File: config.mk
export PLATFORM = sky130hd
export DESIGN_NAME = bscr_regs
export DESIGN_NICKNAME = d
export VERILOG_FILES = /design/src/pkg/bscr_pkg.sv /design/src/bscr_regs.sv
export VERILOG_INCLUDE_DIRS = /design/src /design/src/pkg
export SDC_FILE = /design/constraint.sdc
export NUM_CORES = 1
export LEC_CHECK = 0
export BUFFER_PORTS_ARGS = -buffer_cell sky130_fd_sc_hd__buf_4
export CORE_ASPECT_RATIO = 1.4
export CORE_MARGIN = 2
export CORE_UTILIZATION = 50
export CTS_CLUSTER_DIAMETER = 30
export DETAILED_ROUTE_END_ITERATION = 10
export PLACE_DENSITY_LB_ADDON = 0.15
export SLEW_MARGIN = 40
export SYNTH_ARGS = -nofsm -noshare
export SYNTH_HDL_FRONTEND = slang
export SYNTH_SLANG_ARGS = --single-unit
File: constraint.sdc
create_clock -name clk -period 2.1 [get_ports clk]
set_input_delay 0.42 -clock clk [delete_from_list [all_inputs] [get_ports clk]]
set_output_delay 0.42 -clock clk [all_outputs]
set_load 0.05 [all_outputs]
File: src/pkg/bscr_map.svh
// register indices, fixed read values, reset values and masks of the bank
`ifndef BSCR_MAP_SVH
`define BSCR_MAP_SVH

// register indices; the byte address is four times the index
`define BSCR_IDX_TYPE_BOARD    9'h000
`define BSCR_IDX_LOGIC_REV     9'h002
`define BSCR_IDX_TEST_ONE      9'h004
`define BSCR_IDX_TEST_TWO      9'h006
`define BSCR_IDX_BOARD_IDENTITY      9'h008
`define BSCR_IDX_ASSEMBLY      9'h00A
`define BSCR_IDX_IRQ_STATUS    9'h00C
`define BSCR_IDX_PLL_STATUS    9'h00E
`define BSCR_IDX_CARRIER_SLOT  9'h010
`define BSCR_IDX_ETH_ERRORS    9'h020
`define BSCR_IDX_PCS_ERRORS    9'h022
`define BSCR_IDX_UNIT_RESET    9'h100
`define BSCR_IDX_LED_CTRL      9'h102
`define BSCR_IDX_IRQ_ENABLE    9'h10C
`define BSCR_IDX_TCLK_A        9'h10E
`define BSCR_IDX_TCLK_B        9'h110
`define BSCR_IDX_TCLK_C        9'h112
`define BSCR_IDX_TCLK_D        9'h114
`define BSCR_IDX_REF_ZERO      9'h116
`define BSCR_IDX_REF_ONE       9'h118
`define BSCR_IDX_UNDEFINED     9'h11A
`define BSCR_IDX_RSVD_A        9'h11C
`define BSCR_IDX_RSVD_B        9'h11E
`define BSCR_IDX_PLL_CTRL      9'h120
`define BSCR_IDX_LOOPBACK      9'h122

// fixed read values and reset values
`define BSCR_TEST_ONE_VAL      16'hAA55
`define BSCR_TEST_TWO_VAL      16'hDEAD
`define BSCR_ZERO_RST          16'h0000
`define BSCR_LED_RST           16'h0007
`define BSCR_REF_ZERO_RST      16'h0011
`define BSCR_RSVD_A_RST        16'h00B7

// writable bit masks and the error counter limit
`define BSCR_FULL_MASK         16'hFFFF
`define BSCR_LED_MASK          16'h00FF
`define BSCR_LOOPBACK_MASK     16'h000F
`define BSCR_UNIT_RESET_MASK   16'h805F
`define BSCR_COUNT_MAX         16'hFFFF

`endif

File: src/pkg/bscr_pkg.sv
// types shared by the board status and control register bank
`default_nettype none
package bscr_pkg;

	// pll and link status levels
	typedef struct packed {
		logic       pcie_link_active;
		logic       autoneg_done;
		logic       pll_locked;
		logic       pll_holdover;
		logic [1:0] pll_reference_failed;
		logic       pll_reference_chosen;
	} bscr_link_status_type;

	// every level that arrives on a board pin
	typedef struct packed {
		logic [3:0]           board_major_version;
		logic [3:0]           board_minor_version;
		logic                 second_sram_fitted;
		logic                 first_sram_fitted;
		logic [1:0]           trunk_count_code;
		bscr_link_status_type link;
		logic [7:0]           carrier_manager_code;
		logic [7:0]           slot_address;
	} bscr_pins_type;

endpackage : bscr_pkg
`default_nettype wire

File: src/bscr_regs.sv
// board status and control register bank behind an apb slave
`timescale 1ns/1ps
`default_nettype none
`include "bscr_map.svh"

module bscr_regs #(
	parameter int          ADDR_W       = 12,
	parameter logic [7:0]  LOGIC_TYPE   = 8'h5A,   // arbitrary value
	parameter logic [15:0] BOARD_IDENT  = 16'h1234, // arbitrary value
	parameter logic [7:0]  LOGIC_SUB    = 8'h01,
	parameter logic [3:0]  LOGIC_MAJOR  = 4'h1,
	parameter logic [3:0]  LOGIC_MINOR  = 4'h0
) (
	input  wire logic                  clk,
	input  wire logic                  resetn,
	input  wire logic [ADDR_W-1:0]     paddr,
	input  wire logic                  psel,
	input  wire logic                  penable,
	input  wire logic                  pwrite,
	input  wire logic [31:0]           pwdata,
	output logic      [31:0]           prdata,
	output logic                       pready,
	output logic                       pslverr,
	input  wire bscr_pkg::bscr_pins_type pins,
	input  wire logic [15:0]           irq_source,
	input  wire logic                  ethernet_error_pulse,
	input  wire logic                  coding_error_pulse,
	output logic      [15:0]           unit_reset_pulse,
	output logic      [3:0]            led_orange_field,
	output logic      [3:0]            led_green_field,
	output logic      [15:0]           interrupt_enable,
	output logic      [15:0]           telecom_clock_a_control,
	output logic      [15:0]           telecom_clock_b_control,
	output logic      [15:0]           telecom_clock_c_control,
	output logic      [15:0]           telecom_clock_d_control,
	output logic      [15:0]           pll_reference_zero_select,
	output logic      [15:0]           pll_reference_one_select,
	output logic      [15:0]           pll_control,
	output logic      [3:0]            tdm_loopback_enables
);

	////////////////////////////////////////////////////////////////////
	// constants and decode

	localparam int RW_N = 13;
	localparam logic [8:0] RW_IDX [RW_N] = '{
		`BSCR_IDX_LED_CTRL, `BSCR_IDX_IRQ_ENABLE, `BSCR_IDX_TCLK_A,
		`BSCR_IDX_TCLK_B, `BSCR_IDX_TCLK_C, `BSCR_IDX_TCLK_D,
		`BSCR_IDX_REF_ZERO, `BSCR_IDX_REF_ONE, `BSCR_IDX_UNDEFINED,
		`BSCR_IDX_RSVD_A, `BSCR_IDX_RSVD_B, `BSCR_IDX_PLL_CTRL,
		`BSCR_IDX_LOOPBACK};
	localparam logic [15:0] RW_RST [RW_N] = '{
		`BSCR_LED_RST, `BSCR_ZERO_RST, `BSCR_ZERO_RST,
		`BSCR_ZERO_RST, `BSCR_ZERO_RST, `BSCR_ZERO_RST,
		`BSCR_REF_ZERO_RST, `BSCR_ZERO_RST, `BSCR_ZERO_RST,
		`BSCR_RSVD_A_RST, `BSCR_ZERO_RST, `BSCR_ZERO_RST,
		`BSCR_ZERO_RST};
	localparam logic [15:0] RW_MASK [RW_N] = '{
		`BSCR_LED_MASK, `BSCR_FULL_MASK, `BSCR_FULL_MASK,
		`BSCR_FULL_MASK, `BSCR_FULL_MASK, `BSCR_FULL_MASK,
		`BSCR_FULL_MASK, `BSCR_FULL_MASK, `BSCR_FULL_MASK,
		`BSCR_FULL_MASK, `BSCR_FULL_MASK, `BSCR_FULL_MASK,
		`BSCR_LOOPBACK_MASK};

	// word index of a byte address, all ones when out of range
	function automatic logic [8:0] bscr_word_index(
		input logic [ADDR_W-1:0] addr
	);
		logic [ADDR_W-1:0] upper;
		upper = addr >> 11;
		if (upper != '0)
			bscr_word_index = 9'h1FF;
		else
			bscr_word_index = addr[10:2];
	endfunction : bscr_word_index

	// read value of a word, with a flag for mapped words
	logic [15:0] ctrl_ff [RW_N];
	logic [15:0] unit_reset_ff;
	logic [15:0] irq_status_ff;
	logic [15:0] eth_count_ff;
	logic [15:0] pcs_count_ff;
	bscr_pkg::bscr_pins_type pins_meta_ff;
	bscr_pkg::bscr_pins_type pins_ff;

	function automatic logic [16:0] bscr_read_word(input logic [8:0] idx);
		logic [16:0] rv;
		rv = {1'b1, 16'h0000};
		unique case (idx)
			`BSCR_IDX_TYPE_BOARD: rv[15:0] = {LOGIC_TYPE,
				pins_ff.board_major_version,
				pins_ff.board_minor_version};
			`BSCR_IDX_LOGIC_REV: rv[15:0] = {LOGIC_SUB, LOGIC_MAJOR,
				LOGIC_MINOR};
			`BSCR_IDX_TEST_ONE: rv[15:0] = `BSCR_TEST_ONE_VAL;
			`BSCR_IDX_TEST_TWO: rv[15:0] = `BSCR_TEST_TWO_VAL;
			`BSCR_IDX_BOARD_IDENTITY: rv[15:0] = BOARD_IDENT;
			`BSCR_IDX_ASSEMBLY: rv[15:0] = {12'h000,
				pins_ff.second_sram_fitted, pins_ff.first_sram_fitted,
				pins_ff.trunk_count_code};
			`BSCR_IDX_IRQ_STATUS: rv[15:0] = irq_status_ff;
			`BSCR_IDX_PLL_STATUS: rv[15:0] = {6'h00,
				pins_ff.link.pcie_link_active,
				pins_ff.link.autoneg_done, 3'h0,
				pins_ff.link.pll_locked, pins_ff.link.pll_holdover,
				pins_ff.link.pll_reference_failed,
				pins_ff.link.pll_reference_chosen};
			`BSCR_IDX_CARRIER_SLOT: rv[15:0] = {
				pins_ff.carrier_manager_code,
				pins_ff.slot_address};
			`BSCR_IDX_ETH_ERRORS: rv[15:0] = eth_count_ff;
			`BSCR_IDX_PCS_ERRORS: rv[15:0] = pcs_count_ff;
			`BSCR_IDX_UNIT_RESET: rv[15:0] = unit_reset_ff;
			default: begin
				rv = 17'h00000;
				for (int i = 0; i < RW_N; i++) begin
					if (idx == RW_IDX[i])
						rv = {1'b1, ctrl_ff[i]};
				end
			end
		endcase
		bscr_read_word = rv;
	endfunction : bscr_read_word

	////////////////////////////////////////////////////////////////////
	// apb slave

	logic        pready_ff;
	logic        pslverr_ff;
	logic [31:0] prdata_ff;
	logic [8:0]  widx;
	logic [16:0] rd_word;
	logic        access_start;
	logic        wr_commit;

	assign widx         = bscr_word_index(paddr);
	assign rd_word      = bscr_read_word(widx);
	assign access_start = psel && penable && !pready_ff;
	assign wr_commit    = psel && penable && pready_ff && pwrite;

	// answer one cycle into the access phase
	always_ff @(posedge clk or negedge resetn) begin
		if (!resetn) begin
			pready_ff  <= 1'b0;
			pslverr_ff <= 1'b0;
			prdata_ff  <= 32'h00000000;
		end else if (access_start) begin
			pready_ff  <= 1'b1;
			pslverr_ff <= !rd_word[16];
			prdata_ff  <= pwrite ? 32'h00000000 : {16'h0000, rd_word[15:0]};
		end else begin
			pready_ff  <= 1'b0;
			pslverr_ff <= 1'b0;
			prdata_ff  <= 32'h00000000;
		end
	end

	assign prdata  = prdata_ff;
	assign pready  = pready_ff;
	assign pslverr = pslverr_ff;

	////////////////////////////////////////////////////////////////////
	// pin synchroniser and status capture

	// two stages before any logic reads the board pins
	always_ff @(posedge clk or negedge resetn) begin
		if (!resetn) begin
			pins_meta_ff <= '0;
			pins_ff      <= '0;
		end else begin
			pins_meta_ff <= pins;
			pins_ff      <= pins_meta_ff;
		end
	end

	// interrupt sources from same-clock logic
	always_ff @(posedge clk or negedge resetn) begin
		if (!resetn)
			irq_status_ff <= `BSCR_ZERO_RST;
		else
			irq_status_ff <= irq_source;
	end

	// saturating error counters
	always_ff @(posedge clk or negedge resetn) begin
		if (!resetn) begin
			eth_count_ff <= `BSCR_ZERO_RST;
			pcs_count_ff <= `BSCR_ZERO_RST;
		end else begin
			if (ethernet_error_pulse && eth_count_ff != `BSCR_COUNT_MAX)
				eth_count_ff <= eth_count_ff + 16'h0001;
			if (coding_error_pulse && pcs_count_ff != `BSCR_COUNT_MAX)
				pcs_count_ff <= pcs_count_ff + 16'h0001;
		end
	end

	////////////////////////////////////////////////////////////////////
	// writable words and reset pulses

	// read/write control words; read-only words have no write path
	for (genvar g = 0; g < RW_N; g++) begin : g_rw
		always_ff @(posedge clk or negedge resetn) begin
			if (!resetn)
				ctrl_ff[g] <= RW_RST[g];
			else if (wr_commit && widx == RW_IDX[g])
				ctrl_ff[g] <= pwdata[15:0] & RW_MASK[g];
		end
	end

	// one-cycle pulse per written one inside BSCR_UNIT_RESET_MASK, cleared without software
	always_ff @(posedge clk or negedge resetn) begin
		if (!resetn)
			unit_reset_ff <= `BSCR_ZERO_RST;
		else if (wr_commit && widx == `BSCR_IDX_UNIT_RESET)
			unit_reset_ff <= pwdata[15:0] & `BSCR_UNIT_RESET_MASK;
		else
			unit_reset_ff <= `BSCR_ZERO_RST;
	end

	// outputs taken straight from the flip-flops
	assign unit_reset_pulse          = unit_reset_ff;
	assign led_orange_field          = ctrl_ff[0][7:4];
	assign led_green_field           = ctrl_ff[0][3:0];
	assign interrupt_enable          = ctrl_ff[1];
	assign telecom_clock_a_control   = ctrl_ff[2];
	assign telecom_clock_b_control   = ctrl_ff[3];
	assign telecom_clock_c_control   = ctrl_ff[4];
	assign telecom_clock_d_control   = ctrl_ff[5];
	assign pll_reference_zero_select = ctrl_ff[6];
	assign pll_reference_one_select  = ctrl_ff[7];
	assign pll_control               = ctrl_ff[11];
	assign tdm_loopback_enables      = ctrl_ff[12][3:0];

	logic rd_start;
	assign rd_start = access_start && !pwrite;
endmodule : bscr_regs
`default_nettype wire

==> flow_metrics.env <==
export IMPL_areaGrowthSynthToFinish_pct=35.6
export IMPL_critPathMaxFanout=10
export IMPL_postLayoutCellArea_sq_um=20900
export IMPL_rsz0062_at_grt="no"
export IMPL_comb_power_share=0.087
export IMPL_syn_inst=1273
export IMPL_vdd_ir_drop_worst_mv=0.991
export IMPL_finalCriticalPeriod_ps=2100
export IMPL_fp_dieW_um=152
export IMPL_hp_start="coding_error_pulse"
export IMPL_grt_pass1_wl_um=76800
export IMPL_arrival_ps=2600
export IMPL_antenna_found_initial=0
export IMPL_wl_um=51500
export IMPL_die_area_sq_um=32300
export IMPL_syn_area_sq_um=15400
export IMPL_worst_r2r_path_depth=7
export IMPL_maxSlewViolCount=0
export IMPL_clock_sinks=331
export IMPL_grt_max_degree=54
export IMPL_yosys_area_top_type_share=0.519
export IMPL_clk_latency_ps=590
export IMPL_via_per_inst=5.68
export IMPL_switchingPower_mw=4.53
export IMPL_min_path_cells=3
export IMPL_switching_share=0.268
export IMPL_tightest_slew_ps=601
export IMPL_outcome="complete, no violations"
export IMPL_grt_pass1_vias=12400
export IMPL_die_h_um=212
export IMPL_cap_viol_max_count=0
export IMPL_intPower_mw=12.3
export IMPL_clkPwrFrac=0.513
export IMPL_core_area_sq_um=30600
export IMPL_fin_tns_setup_ps=0
export IMPL_globalplace_congestion=0.968
export IMPL_ys_top_cells_by_area="dfrtp_1, mux2_2, buf_4"
export IMPL_synth_common_cells="dfrtp_1, mux2_2, buf_4, nand2_1, nor2_1"
export IMPL_yosys_warnings=0
export IMPL_seq_power_share=0.400
export IMPL_portBuffers=248
export IMPL_startpoint="paddr[11]"
export IMPL_path_class="in -> reg"
export IMPL_nNetsFinal=1763
export IMPL_grt_overflow_total=0
export IMPL_worstSetupStartpointType="primary input"
export IMPL_synth_edf_count=0
export IMPL_post_route_util=0.684
export IMPL_initial_core_util=0.504
export IMPL_clk_path_buf_depth=3
export IMPL_end_kind="register"
export IMPL_num_antenna_cells=0
export IMPL_ys_seq_elements=331
export IMPL_hold_class="in -> reg"
export IMPL_wl_per_cell_um=24.7
export IMPL_drtAntennaViolNets=0
export IMPL_fin_hold_ws_ps=162
export IMPL_rows=76
export IMPL_reg2reg_from="pcs_count_ff[3]"
export IMPL_ios=292
export IMPL_worstPathRequired_ps=2600
export IMPL_powerDensity_nw_per_um2=806
export IMPL_drive_gt1_frac=0.490
export IMPL_synth_async_reset_ratio=1.00
export IMPL_gr_usage_all_layers=0.318
export IMPL_clock_skew_ps=27.0
export IMPL_drtIter0Drc=831
export IMPL_period_share=1.00
export IMPL_synth_top_flop_cell="dfrtp_1"
export IMPL_dp_hpwl_um=38900
export IMPL_leakage_nw=10.3
export IMPL_hold_viol_final=0
export IMPL_ys_seq_area_frac=0.537
export IMPL_relSlewSlack=0.599
export IMPL_cts_tree="yes"
export IMPL_num_vias=11900
export IMPL_drt_pass1_iter_count=7
export IMPL_clkTransAtPathRegs_ps=60
export IMPL_yosysMostFrequentCell="dfrtp_1"
export IMPL_setup_viol=0
export IMPL_yosys_area_top_type="dfrtp_1"
export IMPL_numCtsBuffers=49
export IMPL_post_dp_cell_area_sq_um=18600
export IMPL_fmax_ghz=0.476
export IMPL_drc_errors=0
export IMPL_ys_types=75
export IMPL_cts_htree_levels=2
export IMPL_clock_root_buffer="clkbuf_16"
export IMPL_avgSynthCellArea_sq_um=12.1
[layout by cell type, fill, tap and decap left out, types with 7 or more instances in the layout]
cell / count
a211oi_1: 7
a21oi_1: 32
a221o_1: 10
a221oi_1: 15
a222oi_1: 13
a22oi_1: 16
a31oi_1: 8
a32oi_1: 8
and2_1: 7
and3_1: 18
buf_12: 23
buf_4: 467
clkbuf_16: 49
conb_1: 25
dfrtp_1: 319
dfstp_2: 11
dlygate4sd3_1: 52
inv_6: 8
inv_8: 8
mux2_2: 175
mux2_4: 16
mux2i_1: 16
nand2_1: 57
nand3_1: 29
nand4_1: 14
nor2_1: 50
nor2_4: 9
nor3_1: 13
o21ai_0: 30
o221ai_1: 15
o22ai_1: 14
xnor2_1: 21
xor2_1: 7
[final cells by class]
class / instances / area, sq um
clock buffers: 53 / 1260
clock inverters: 39 / 538
fillers: 2269 / 9690
inverters: 6 / 22.5
multi-input cells: 728 / 5820
flip-flops and latches: 331 / 8300
well taps: 390 / 488
repair buffers: 543 / 4500
[layer usage]
metal / vias up / share of wire / GRT usage
li1: 5253 / - / -
met2: 490 / 0.52 / 0.562
met4: 0 / 0.047 / 0.142
met1: 5987 / 0.38 / 0.384
met5: - / 0 / 0
met3: 133 / 0.052 / 0.0510
[what timing repair did]
item,in CTS,in global routing
endpoints found under the setup margin,2,16
hold buffers,52,0
endpoints found under the hold margin,88,0
pin swaps,0,1
gates resized for setup,1,6
buffers inserted,0,4
[path summary, 6_finish.rpt]
check	to	slack, ps
min reg2reg	pins_ff[15]	350
max	prdata[11]	0.3
min	pcs_count_ff[12]	160
max reg2reg	pcs_count_ff[15]	70
min in group asynchronous	pins_meta_ff[19]	400
max in group asynchronous	ctrl_ff[49]	1010
[power by group through the flow]
| stage | sequential (mW) | combinational, mW | clock, mW |
|---|---|---|---|
| 2_1_floorplan | 6.87 | 0.547 | 0 |
| 3_3_place_gp | 6.85 | 1.30 | 0 |
| 3_5_place_dp | 6.86 | 1.33 | 0 |
| 4_1_cts | 6.75 | 1.42 | 8.75 |
| 5_1_grt | 6.76 | 1.56 | 9.04 |
| 6_report | 6.75 | 1.46 | 8.67 |
[stage by stage]
step / setup WS (ps) / instances / power [mW]
global route: 0.288 / 2090 / 17.4
floorplan: -186 / 1297 / 7.41
CTS: 23.7 / 2086 / 16.9
finish: 0.279 / 2090 / 16.9
global placement: -628 / 1942 / 8.15
detailed placement: -676 / 1942 / 8.19
[worst max-delay path, cell delays in order]
cell,delay [ps]
buf_4,160
or3_4,420
buf_4,170
buf_4,140
nor2_4,220
buf_4,190
a222oi_1,60
o21ai_0,330
buf_4,180
nand2_1,80
a21oi_1,220
[flip-flops by register name (all words and copies together) (netlist names), 4 cells and up]
register,count
ctrl_ff,48
pins_ff,35
pins_meta_ff,35
eth_count_ff,16
interrupt_enable,16
irq_status_ff,16
pcs_count_ff,16
pll_control,16
pll_reference_one_select,16
pll_reference_zero_select,16
prdata,16
telecom_clock_a_control,16
telecom_clock_b_control,16
telecom_clock_c_control,16
telecom_clock_d_control,16
unit_reset_pulse,7
led_green_field,4
led_orange_field,4
tdm_loopback_enables,4
[logic make-up (layout without fill, tap and decap cells)]
logic type / count (synthesis) / count (layout) / share of synthesized area
other: 1 / 25 / 0.000243
adder cells (fa/ha/maj): 2 / 2 / 0.00162
multiplexers: 207 / 207 / 0.150
flip-flops: 331 / 331 / 0.537
AND/OR/NAND/NOR: 253 / 253 / 0.0918
AO/OA/AOI/OAI: 213 / 213 / 0.101
XOR/XNOR: 28 / 28 / 0.0159
buffers and inverters: 238 / 641 / 0.103
(Power assumes the default switching activity.)
